===== src/shared/ssm_pkg.sv =====
package ssm_pkg;

   // register offsets, byte addresses of aligned 32-bit words
   localparam logic [7:0] ADDR_CTRL = 8'h00;
   localparam logic [7:0] ADDR_FREQ = 8'h04;
   localparam logic [7:0] ADDR_GRAY = 8'h08;
   localparam logic [7:0] ADDR_LEN = 8'h0c;
   localparam logic [7:0] ADDR_REGW = 8'h10;
   localparam logic [7:0] ADDR_STAT = 8'h14;
   localparam logic [7:0] ADDR_DLO = 8'h18;
   localparam logic [7:0] ADDR_DHI = 8'h1c;

   // control word fields
   localparam int CTRL_START = 0;
   localparam int CTRL_SSI = 1;
   localparam int CTRL_REGCYC = 2;
   localparam int CTRL_SLAVE_LSB = 4;

   // divider word fields
   localparam int FREQ_SENS_LSB = 0;
   localparam int FREQ_REG_LSB = 5;

   // length word fields
   localparam int LEN_DATA_LSB = 0;
   localparam int LEN_WR_LSB = 8;
   localparam int LEN_RD_LSB = 16;

   // reset values
   localparam logic [4:0] RST_SENS_DIV = 5'h00;
   localparam logic [2:0] RST_REG_DIV = 3'h0;
   localparam logic [7:0] RST_GRAY = 8'h00;
   localparam logic [6:0] RST_LEN_DATA = 7'h20;
   localparam logic [5:0] RST_LEN_WR = 6'h08;
   localparam logic [5:0] RST_LEN_RD = 6'h08;
   localparam logic [31:0] RST_REGW = 32'h0000_0000;

   // sensor divider decode: low codes step by 2, high codes by 20
   localparam logic [4:0] SENS_SPLIT = 5'h10;
   localparam logic [19:0] SENS_STEP_LO = 20'h2;
   localparam logic [19:0] SENS_STEP_HI = 20'h14;
   localparam logic [19:0] SENS_MIN = 20'h2;
   localparam logic [19:0] SENS_MAX = 20'h140;
   localparam logic [5:0] WR_MAX = 6'h20;

   typedef struct packed {
      logic [7:0] addr;
      logic [31:0] wdata;
      logic we;
      logic re;
   } ssm_bus_req_t;

   typedef struct packed {
      logic [7:0] ack_bits;
      logic err_ack;
      logic err_edge;
      logic done;
      logic busy;
   } ssm_status_t;

   typedef enum logic [2:0] {
      ST_IDLE,
      ST_WAIT_EDGE,
      ST_ACK,
      ST_DATA,
      ST_REG_WR,
      ST_REG_RD,
      ST_STOP
   } ssm_state_t;

endpackage : ssm_pkg


===== src/design/ssm_phase.sv =====
`timescale 1ns/1ps
`default_nettype none
module ssm_phase (
   input wire logic clk, // system clock
   input wire logic resetn, // async reset, active low
   input wire logic ce, // clock enable
   input wire logic run, // count while high
   input wire logic restart, // back to phase zero
   input wire logic [19:0] period, // period in system clocks
   output logic [19:0] cnt, // current phase
   output logic wrap, // last cycle of the period
   output logic [3:0] point // four evenly spread sampling strobes
);

   logic [19:0] eighth;

   assign eighth = period >> 3;
   assign wrap = run && (cnt == period - 20'h1);

   // points sit at 1/8, 3/8, 5/8 and 7/8 of the period
   genvar i;
   generate
      for (i = 0; i < 4; i++) begin : g_pt
         assign point[i] = run && (cnt == 20'(eighth * 20'(2 * i + 1)));
      end
   endgenerate

   always_ff @(posedge clk or negedge resetn) begin
      if (!resetn) begin
         cnt <= 20'h0;
      end else if (ce) begin
         if (restart) begin
            cnt <= 20'h0;
         end else if (run) begin
            cnt <= wrap ? 20'h0 : cnt + 20'h1;
         end
      end
   end

endmodule : ssm_phase
`default_nettype wire


===== src/design/ssm_line_timing.sv =====
`timescale 1ns/1ps
`default_nettype none
module ssm_line_timing #(
   parameter int DW = 64, // captured data width
   parameter int EDGE_LIMIT = 64, // clock periods waited for the slave edge
   parameter int ACK_LIMIT = 32 // acknowledge bits that raise a fault, one fewer is tolerated
) (
   input wire logic clk, // system clock, 100 MHz
   input wire logic resetn, // async reset, active low
   input wire logic ce, // clock enable, freezes all state when low
   input wire ssm_pkg::ssm_bus_req_t bus_req, // register port request
   output logic [31:0] bus_rdata, // read data, cycle after the strobe
   output logic master_clock_out, // clock line toward the slaves
   input wire logic slave_data_in // returning data line, asynchronous
);

   ssm_pkg::ssm_state_t st;
   ssm_pkg::ssm_status_t stat;
   logic ctrl_ssi, ctrl_regcyc;
   logic [2:0] ctrl_slave, register_freq_divider;
   logic [4:0] sensor_freq_divider;
   logic [7:0] gray_decode_enable;
   logic [6:0] len_data, f_len;
   logic [5:0] len_wr, len_rd, f_wlen, f_rlen, wcnt, wl;
   logic [31:0] reg_wdata, wshift;
   logic f_ssi, f_gray, s1, s2, s3, fall;
   logic [19:0] f_sp, f_rp, cur_p, hi_len, ck_cnt, rx_cnt, high_run, pt_gap;
   logic ck_wrap, rx_wrap, active, rise, next_ma, start_go;
   logic [3:0] rx_pt;
   logic samp1, samp2, rx_prev, rx_bit, bit_raw, bit_val, gray_acc, ssi_armed;
   logic take, bit_last, wr_last, edge_to, ack_to, to_stop, hb_bit;
   logic [15:0] per_cnt;
   logic [6:0] bcnt;
   logic [DW-1:0] rx_shift;
   ssm_pkg::ssm_state_t hb_st;

   function automatic logic [19:0] sens_period(input logic [4:0] f);
      if (f < ssm_pkg::SENS_SPLIT) begin
         sens_period = ssm_pkg::SENS_STEP_LO * (20'(f) + 20'h1);
      end else begin
         sens_period = ssm_pkg::SENS_STEP_HI * (20'(f) - 20'(ssm_pkg::SENS_SPLIT) + 20'h1);
      end
   endfunction : sens_period

   // ---------------- register port ----------------
   assign start_go = ce && bus_req.we && (bus_req.addr == ssm_pkg::ADDR_CTRL)
                     && bus_req.wdata[ssm_pkg::CTRL_START] && (st == ssm_pkg::ST_IDLE);
   assign wl = (len_wr > ssm_pkg::WR_MAX) ? ssm_pkg::WR_MAX : len_wr;

   always_ff @(posedge clk or negedge resetn) begin
      if (!resetn) begin
         ctrl_ssi <= 1'b0;
         ctrl_regcyc <= 1'b0;
         ctrl_slave <= 3'h0;
         sensor_freq_divider <= ssm_pkg::RST_SENS_DIV;
         register_freq_divider <= ssm_pkg::RST_REG_DIV;
         gray_decode_enable <= ssm_pkg::RST_GRAY;
         len_data <= ssm_pkg::RST_LEN_DATA;
         len_wr <= ssm_pkg::RST_LEN_WR;
         len_rd <= ssm_pkg::RST_LEN_RD;
         reg_wdata <= ssm_pkg::RST_REGW;
      end else if (ce && bus_req.we) begin
         case (bus_req.addr)
            ssm_pkg::ADDR_CTRL: begin
               ctrl_ssi <= bus_req.wdata[ssm_pkg::CTRL_SSI];
               ctrl_regcyc <= bus_req.wdata[ssm_pkg::CTRL_REGCYC];
               ctrl_slave <= bus_req.wdata[ssm_pkg::CTRL_SLAVE_LSB +: 3];
            end
            ssm_pkg::ADDR_FREQ: begin
               sensor_freq_divider <= bus_req.wdata[ssm_pkg::FREQ_SENS_LSB +: 5];
               register_freq_divider <= bus_req.wdata[ssm_pkg::FREQ_REG_LSB +: 3];
            end
            ssm_pkg::ADDR_GRAY: gray_decode_enable <= bus_req.wdata[7:0];
            ssm_pkg::ADDR_LEN: begin
               len_data <= bus_req.wdata[ssm_pkg::LEN_DATA_LSB +: 7];
               len_wr <= bus_req.wdata[ssm_pkg::LEN_WR_LSB +: 6];
               len_rd <= bus_req.wdata[ssm_pkg::LEN_RD_LSB +: 6];
            end
            ssm_pkg::ADDR_REGW: reg_wdata <= bus_req.wdata;
            default: ;
         endcase
      end
   end

   always_ff @(posedge clk or negedge resetn) begin
      if (!resetn) begin
         bus_rdata <= 32'h0;
      end else if (ce) begin
         bus_rdata <= 32'h0;
         if (bus_req.re) begin
            case (bus_req.addr)
               ssm_pkg::ADDR_CTRL: bus_rdata <= {25'h0, ctrl_slave, 1'b0, ctrl_regcyc,
                                                 ctrl_ssi, 1'b0};
               ssm_pkg::ADDR_FREQ: bus_rdata <= {24'h0, register_freq_divider,
                                                 sensor_freq_divider};
               ssm_pkg::ADDR_GRAY: bus_rdata <= {24'h0, gray_decode_enable};
               ssm_pkg::ADDR_LEN: bus_rdata <= {10'h0, len_rd, 2'h0, len_wr, 1'h0, len_data};
               ssm_pkg::ADDR_REGW: bus_rdata <= reg_wdata;
               ssm_pkg::ADDR_STAT: bus_rdata <= {20'h0, stat};
               ssm_pkg::ADDR_DLO: bus_rdata <= rx_shift[31:0];
               ssm_pkg::ADDR_DHI: bus_rdata <= rx_shift[DW-1:32];
               default: bus_rdata <= 32'h0;
            endcase
         end
      end
   end

   // ---------------- frame setup, latched at start ----------------
   always_ff @(posedge clk or negedge resetn) begin
      if (!resetn) begin
         f_ssi <= 1'b0;
         f_gray <= 1'b0;
         f_sp <= ssm_pkg::SENS_MIN;
         f_rp <= ssm_pkg::SENS_MIN;
         f_len <= ssm_pkg::RST_LEN_DATA;
         f_wlen <= ssm_pkg::RST_LEN_WR;
         f_rlen <= ssm_pkg::RST_LEN_RD;
      end else if (start_go) begin
         f_ssi <= bus_req.wdata[ssm_pkg::CTRL_SSI];
         f_gray <= gray_decode_enable[bus_req.wdata[ssm_pkg::CTRL_SLAVE_LSB +: 3]];
         f_sp <= sens_period(sensor_freq_divider);
         f_rp <= 20'(sens_period(sensor_freq_divider)
                     << (4'(register_freq_divider) + 4'h1));
         f_len <= len_data;
         f_wlen <= wl;
         f_rlen <= len_rd;
      end
   end

   // ---------------- clock output generation ----------------
   assign active = (st != ssm_pkg::ST_IDLE) && (st != ssm_pkg::ST_STOP);
   assign cur_p = (st == ssm_pkg::ST_REG_WR || st == ssm_pkg::ST_REG_RD) ? f_rp : f_sp;

   always_comb begin
      case (st)
         ssm_pkg::ST_REG_WR: begin
            hi_len = wshift[31] ? 20'(3 * (cur_p >> 2)) : (cur_p >> 2);
         end
         default: hi_len = cur_p >> 1;
      endcase
   end

   assign rise = active && (ck_cnt == cur_p - hi_len);
   assign next_ma = active ? (ck_cnt >= cur_p - hi_len) : 1'b1;

   ssm_phase u_clk_ph (
      .clk(clk),
      .resetn(resetn),
      .ce(ce),
      .run(st != ssm_pkg::ST_IDLE),
      .restart(start_go || (to_stop && st != ssm_pkg::ST_STOP)),
      .period(cur_p),
      .cnt(ck_cnt),
      .wrap(ck_wrap),
      .point()
   );

   // bit timing for BiSS reception, aligned to the slave's falling edge
   ssm_phase u_rx_ph (
      .clk(clk),
      .resetn(resetn),
      .ce(ce),
      .run(!f_ssi && (st == ssm_pkg::ST_ACK || st == ssm_pkg::ST_DATA)),
      .restart(fall && st == ssm_pkg::ST_WAIT_EDGE),
      .period(f_sp),
      .cnt(rx_cnt),
      .wrap(rx_wrap),
      .point(rx_pt)
   );

   always_ff @(posedge clk or negedge resetn) begin
      if (!resetn) begin
         master_clock_out <= 1'b1;
         high_run <= 20'h0;
         hb_bit <= 1'b0;
         hb_st <= ssm_pkg::ST_IDLE;
      end else if (ce) begin
         master_clock_out <= next_ma;
         high_run <= master_clock_out ? high_run + 20'h1 : 20'h0;
         if (next_ma) begin
            hb_bit <= wshift[31];
            hb_st <= st;
         end
      end
   end

   // ---------------- data line synchroniser and edge ----------------
   always_ff @(posedge clk or negedge resetn) begin
      if (!resetn) begin
         s1 <= 1'b1;
         s2 <= 1'b1;
         s3 <= 1'b1;
      end else if (ce) begin
         s1 <= slave_data_in;
         s2 <= s1;
         s3 <= s2;
      end
   end
   assign fall = s3 && !s2;

   // ---------------- bit decisions ----------------
   // a split vote keeps the last settled level rather than guessing on a transition
   assign rx_bit = (samp1 == samp2) ? samp1 : rx_prev;
   assign bit_raw = (st == ssm_pkg::ST_DATA && !f_ssi) ? rx_bit : s2;
   assign bit_val = (f_ssi && f_gray) ? (gray_acc ^ bit_raw) : bit_raw;
   // ssi data is taken at rising edges; the slave may lag by up to one period
   assign take = (st == ssm_pkg::ST_DATA
                  && (f_ssi ? (rise && ssi_armed) : rx_wrap))
                 || (st == ssm_pkg::ST_REG_RD && rise);
   assign bit_last = 7'(bcnt + 7'h1) >= ((st == ssm_pkg::ST_REG_RD) ? {1'b0, f_rlen} : f_len);
   assign wr_last = (st == ssm_pkg::ST_REG_WR) && ck_wrap && (6'(wcnt + 6'h1) >= f_wlen);
   assign edge_to = (st == ssm_pkg::ST_WAIT_EDGE) && ck_wrap && !fall
                    && (per_cnt == 16'(EDGE_LIMIT - 1));
   assign ack_to = (st == ssm_pkg::ST_ACK) && rx_wrap && !rx_bit
                   && (stat.ack_bits == 8'(ACK_LIMIT - 1));
   assign to_stop = edge_to || ack_to || (take && bit_last) || (wr_last && f_rlen == 6'h0);

   always_ff @(posedge clk or negedge resetn) begin
      if (!resetn) begin
         samp1 <= 1'b0;
         samp2 <= 1'b0;
         rx_prev <= 1'b0;
      end else if (ce) begin
         if (fall && st == ssm_pkg::ST_WAIT_EDGE) begin
            rx_prev <= 1'b0;
         end else if (rx_wrap) begin
            rx_prev <= rx_bit;
         end
         if (rx_pt[1]) begin
            samp1 <= s2;
         end
         if (rx_pt[2]) begin
            samp2 <= s2;
         end
      end
   end

   // ---------------- sequence ----------------
   always_ff @(posedge clk or negedge resetn) begin
      if (!resetn) begin
         st <= ssm_pkg::ST_IDLE;
      end else if (ce) begin
         case (st)
            ssm_pkg::ST_IDLE: begin
               if (start_go) begin
                  if (bus_req.wdata[ssm_pkg::CTRL_SSI]) begin
                     st <= ssm_pkg::ST_DATA;
                  end else if (bus_req.wdata[ssm_pkg::CTRL_REGCYC]) begin
                     st <= ssm_pkg::ST_REG_WR;
                  end else begin
                     st <= ssm_pkg::ST_WAIT_EDGE;
                  end
               end
            end
            ssm_pkg::ST_WAIT_EDGE: begin
               if (fall) begin
                  st <= ssm_pkg::ST_ACK;
               end else if (to_stop) begin
                  st <= ssm_pkg::ST_STOP;
               end
            end
            ssm_pkg::ST_ACK: begin
               if (rx_wrap && rx_bit) begin
                  st <= ssm_pkg::ST_DATA;
               end else if (to_stop) begin
                  st <= ssm_pkg::ST_STOP;
               end
            end
            ssm_pkg::ST_REG_WR: begin
               if (wr_last) begin
                  st <= (f_rlen == 6'h0) ? ssm_pkg::ST_STOP : ssm_pkg::ST_REG_RD;
               end
            end
            ssm_pkg::ST_DATA, ssm_pkg::ST_REG_RD: begin
               if (to_stop) begin
                  st <= ssm_pkg::ST_STOP;
               end
            end
            ssm_pkg::ST_STOP: begin
               if (ck_wrap) begin
                  st <= ssm_pkg::ST_IDLE;
               end
            end
            default: st <= ssm_pkg::ST_IDLE;
         endcase
      end
   end

   always_ff @(posedge clk or negedge resetn) begin
      if (!resetn) begin
         per_cnt <= 16'h0;
         bcnt <= 7'h0;
         wcnt <= 6'h0;
         wshift <= 32'h0;
         ssi_armed <= 1'b0;
      end else if (ce) begin
         if (start_go) begin
            per_cnt <= 16'h0;
            bcnt <= 7'h0;
            wcnt <= 6'h0;
            wshift <= reg_wdata << (ssm_pkg::WR_MAX - wl);
            ssi_armed <= 1'b0;
         end else begin
            if (st == ssm_pkg::ST_WAIT_EDGE && ck_wrap) begin
               per_cnt <= per_cnt + 16'h1;
            end
            if (st == ssm_pkg::ST_REG_WR && ck_wrap) begin
               wcnt <= wcnt + 6'h1;
               wshift <= wshift << 1;
            end
            // the first rising edge only tells the slave to latch its word
            if (rise && f_ssi) begin
               ssi_armed <= 1'b1;
            end
            if (take) begin
               bcnt <= bcnt + 7'h1;
            end else if (wr_last) begin
               bcnt <= 7'h0;
            end
         end
      end
   end

   always_ff @(posedge clk or negedge resetn) begin
      if (!resetn) begin
         rx_shift <= '0;
         gray_acc <= 1'b0;
      end else if (ce) begin
         if (start_go) begin
            rx_shift <= '0;
            gray_acc <= 1'b0;
         end else if (take) begin
            rx_shift <= {rx_shift[DW-2:0], bit_val};
            gray_acc <= bit_val;
         end
      end
   end

   always_ff @(posedge clk or negedge resetn) begin
      if (!resetn) begin
         stat.done <= 1'b0;
         stat.err_edge <= 1'b0;
         stat.err_ack <= 1'b0;
         stat.ack_bits <= 8'h0;
         stat.busy <= 1'b0;
      end else if (ce) begin
         // taken from the next state so the flag tracks the live state exactly
         stat.busy <= start_go
                      || (st != ssm_pkg::ST_IDLE && !(st == ssm_pkg::ST_STOP && ck_wrap));
         if (start_go) begin
            stat.done <= 1'b0;
            stat.err_edge <= 1'b0;
            stat.err_ack <= 1'b0;
            stat.ack_bits <= 8'h0;
         end
         if (st == ssm_pkg::ST_ACK && rx_wrap && !rx_bit) begin
            stat.ack_bits <= stat.ack_bits + 8'h1;
         end
         if (edge_to) begin
            stat.err_edge <= 1'b1;
         end
         if (ack_to) begin
            stat.err_ack <= 1'b1;
         end
         if (st == ssm_pkg::ST_STOP && ck_wrap) begin
            stat.done <= 1'b1;
         end
      end
   end

   // ---------------- checks ----------------
   always_ff @(posedge clk or negedge resetn) begin
      if (!resetn) begin
         pt_gap <= 20'h0;
      end else if (ce) begin
         pt_gap <= rx_pt[1] ? 20'h1 : pt_gap + 20'h1;
      end
   end
endmodule : ssm_line_timing
`default_nettype wire


===== config.mk =====
export PLATFORM = sky130hd
export DESIGN_NAME = ssm_line_timing
export DESIGN_NICKNAME = d
export VERILOG_FILES = /design/src/shared/ssm_pkg.sv /design/src/design/ssm_phase.sv /design/src/design/ssm_line_timing.sv
export SDC_FILE = /design/constraint.sdc
export NUM_CORES = 1
export LEC_CHECK = 0
export ABC_AREA = 1
export BUFFER_PORTS_ARGS = -buffer_cell sky130_fd_sc_hd__buf_2
export CAP_MARGIN = 30
export CORE_MARGIN = 10
export CORE_UTILIZATION = 58
export CTS_CLUSTER_SIZE = 8
export DETAILED_ROUTE_END_ITERATION = 12
export GPL_TIMING_DRIVEN = 1
export MAX_ROUTING_LAYER = met4
export PLACE_DENSITY_LB_ADDON = 0.25
export SYNTH_ARGS = -nofsm -noshare
export SYNTH_HDL_FRONTEND = slang
export SYNTH_SLANG_ARGS = --single-unit

===== constraint.sdc =====
create_clock -name clk -period 6.2 [get_ports clk]
set_clock_uncertainty 0.1 [all_clocks]
set_input_delay 0.31 -clock clk [delete_from_list [all_inputs] [get_ports clk]]
set_output_delay 0.31 -clock clk [all_outputs]
set_load 0.005 [all_outputs]

==> metrics.md <==
| Metric | Value |
|---|---|
| Status | `complete, no violations` |
| Routed WL | `83,600 um` |
| Synth warn | `0` |
| Max VDD drop | `319 uV` |
| EDFF count, synth | `0` |
| Die Ht | `234 um` |
| Final std cells w/o fill | `roughly 4,600` |
| RSZ-0062 raised after global routing | `yes` |
| Post-synthesis sequential element count | `350` |
| # IOs | `79` |
| Avg Inst Size Synth | `7.06 sq um` |
| DR pass1 iterations | `6` |
| Largest net degree at the start of global routing | `roughly 170` |
| Max Cap Viol | `0` |
| Num Clock Sinks | `between 300 and 400` |
| Largest stage delay on the critical path | `around 440 ps` |
| Clk pin slew, worst setup/hold paths | `50 ps` |
| Setup Slack @ Placement | `-205 ps` |
| Clock Latency Late Sink | `~640 ps` |
| H-tree depth | `2` |
| Worst setup path startpoint | `st[0]` |
| Rows | `just under 80` |
| Overall Power | `around 9.9 mW` |
| Min-delay worst type | `in -> reg` |
| Most common cell after layout, fill and taps aside | `nand2_1` |
| Placed cell area | `approximately 0.028 sq mm` |
| CTS Buffer Depth | `3` |
| HP Start | `bus_req[1]` |
| Rel. slew slack | `between 30% and 40%` |
| Total track usage | `a little under a third` |
| Synth area leaders | `dfrtp_1 (32%), nand2_1 (13%), ha_1 (7.3%)` |
| Proportion of layout cells with a drive suffix above 1 | `14.4%` |
| Max Fclk | `163 MHz` |
| Final Slew Violations | `0` |
| CTS tree | `built` |
| Setup violators final | `0` |
| GPL Wtd Cong | `1.01` |
| HPWL Detailed | `approximately 60,000 um` |
| CTS root buf | `clkbuf_16` |
| Period utilization | `~100%` |
| CTS Buf Count | `50` |
| Crit-path slowest cell | `dfrtp_2` |
| CORE AREA | `between 0.04 and 0.05 sq mm` |
| Seq/Total Area, Yosys | `between 30% and 40%` |
| Dpl cells | `approximately 4,500` |
| Starting Density | `between 50% and 60%` |
| Post-Syn Nets | `just under 4,000` |
| Vias per inst | `between 5 and 6` |
| Routed via count | `approximately 27,000` |
| Worst slew pin tran | `roughly 1000 ps` |
| Layout area overhead | `18.2%` |
| NumNets Final | `about 4,200` |
| Post-Syn Area | `0.0265 sq mm` |
| First-pass GRT wire length | `~130,000 um` |
| Die X | `around 230 um` |
| Static Leakage | `approximately 15 nW` |
| Post-route design area | `between 0.03 and 0.04 sq mm` |
| Critical Path AT | `about 6500 ps` |
| Number of remaining DRC errors | `0` |
| Post-Synthesis Cells | `between 3,000 and 4,000` |
| DRT iter0 DRCs | `~2,700` |
| Synth area leader | `dfrtp_1` |
| PnR worst setup slack | `about 66 ps` |
| Final hold viol count | `0` |
| PortBufs | `78` |
| P per Cell Area | `~320 mW/mm^2` |
| CP endpoint kind | `flop` |
| Sequential cell area | `around 0.0088 sq mm` |
| GRT overflow | `0` |
| Min Hold Slack | `roughly 80 ps` |
| CP dominant cell by count | `nand2_2` |
| Vias in the first global route | `between 20,000 and 30,000` |
| Ant. Diodes | `0` |
| R2r startpoint | `st[0]` |
| Share of the synthesized area in the top cell type | `31.9%` |
| Startpoint Class | `flop` |
| Area of the multi-input gates | `0.0160 sq mm` |
| Die area | `around 0.055 sq mm` |
| Post-synth ARST share | `100%` |
| Initial antenna violation count | `0` |
| Routed Antenna Nets | `0` |
| Critical path class | `reg -> reg` |
| Critical Path RT | `between 6000 and 7000 ps` |
| Most frequent cells in the layout | `nand2_1 (906), inv_1 (470), dfrtp_1 (336)` |
| Primary FF master, synth | `dfrtp_1` |
| DR WL/cell | `roughly 18 um` |
| Tmin final | `slightly above 6000 ps` |
| Crit Path Max Fanout | `10` |
| Fillers | `between 3,000 and 4,000` |
| Post-synth cell types | `74` |
-- final cells by class --
| class | count | area share (%) |
|---|---|---|
| clock buffer | 88 | 4.44 |
| clock inverter | 5 | 0.299 |
| inverter | 500 | 5.99 |
| multi-input combinational | 2768 | 51.0 |
| sequential | 350 | 28.0 |
| tap | 600 | 2.39 |
| timing repair buffer | 306 | 7.91 |
-- cell usage after synthesis (6+ instances only) --
cell type and count:
a211oi_1 12, a21boi_0 6, a21oi_1 157, a221oi_1 12
a22oi_1 6, a31oi_1 20, buf_1 26, buf_2 6
buf_6 7, clkbuf_1 95, clkinv_1 7, dfrtp_1 338
dfstp_2 12, ha_1 154, inv_1 482, inv_2 11
mux2i_1 10, nand2_1 949, nand2_2 29, nand2_4 6
nand3_1 204, nand4_1 41, nor2_1 247, nor2_2 9
nor3_1 63, nor3b_1 7, nor4_1 24, o211ai_1 11
o21a_1 16, o21ai_0 324, o21ai_1 34, o21bai_1 16
o221ai_1 11, o22ai_1 130, o31ai_1 13, or2_2 15
xnor2_1 43, xor2_1 123
-- state kept, by name, summed over array words and instances (netlist names), 18 cells and up --
| signal | cells |
|---|---|
| bus_rdata | 32 |
| f_rp | 19 |
| f_sp | 18 |
| reg_wdata | 32 |
| rx_shift | 64 |
| u_clk_ph.cnt | 20 |
| u_rx_ph.cnt | 20 |
| wshift | 32 |
-- critical path: cells and delay by family (launching register included) --
| family | cells | cell delay [ps] |
|---|---|---|
| buffers and inverters | 6 | 590 |
| xor gates and xnor gates | 1 | 100 |
| adders and majority gates | 3 | 750 |
| DFF | 1 | 440 |
| and+or+nand+nor | 28 | 2790 |
| AOI/OAI and AO/OA | 9 | 1160 |
-- timing repair --
action                                  in CTS  in global routing
pin swaps                                    1                 56
hold buffers                                33                  0
endpoints found under the setup margin      92                 94
hold endpoints to repair                   170                  0
gates resized for setup                      9                188
setup buffers                                1                 18
cloned                                       0                  9
-- metal layers --
| layer | GRT usage [%] | part of all wire [%] |
|---|---|---|
| met1 | 37.7 | 42 |
| met2 | 48.2 | 47 |
| met3 | 4.07 | 6.6 |
| met4 | 13.4 | 5.0 |
| met5 | - | 0 |
-- report_power, final --
part | switching [mW] | internal, mW | total (mW)
Combinational | 2.86 | 1.93 | 4.78
Clock | 1.08 | 1.52 | 2.60
Sequential | 0.158 | 2.40 | 2.56
-- final timing paths --
check / end / slack, ps / cells past startpoint
worst max-delay path: u_clk_ph.cnt[19] / 70 / 47
worst min-delay path: ctrl_ssi / 80 / 5
worst max register to register: u_clk_ph.cnt[19] / 70 / 47
worst min register to register: s1 / 360 / 2
max in group asynchronous: wshift[21] / 4260 / 3
min in group asynchronous: rx_shift[18] / 280 / 2
-- metrics by stage --
step                      setup TNS [ps]  utilization [%]
after CTS                              0             66.9
after floorplan                        0                -
final                                  0             69.3
after global routing              -15680             69.3
after global placement              -427             62.6
after detailed placement          -10500             62.8
-- cells by family (layout without fill, tap and decap cells) --
group                      Yosys count  count (layout)  share of synthesized area [%]
adders and majority gates          158             158                           7.56
buffers and inverters              639             899                           9.38
xor gates and xnor gates           169             169                           5.66
muxes                               15              15                          0.589
and+or+nand+nor                   1621            1622                           26.2
DFF                                350             350                           33.1
AOI/OAI and AO/OA                  804             804                           17.5
Power figures use the tool's default switching activity.
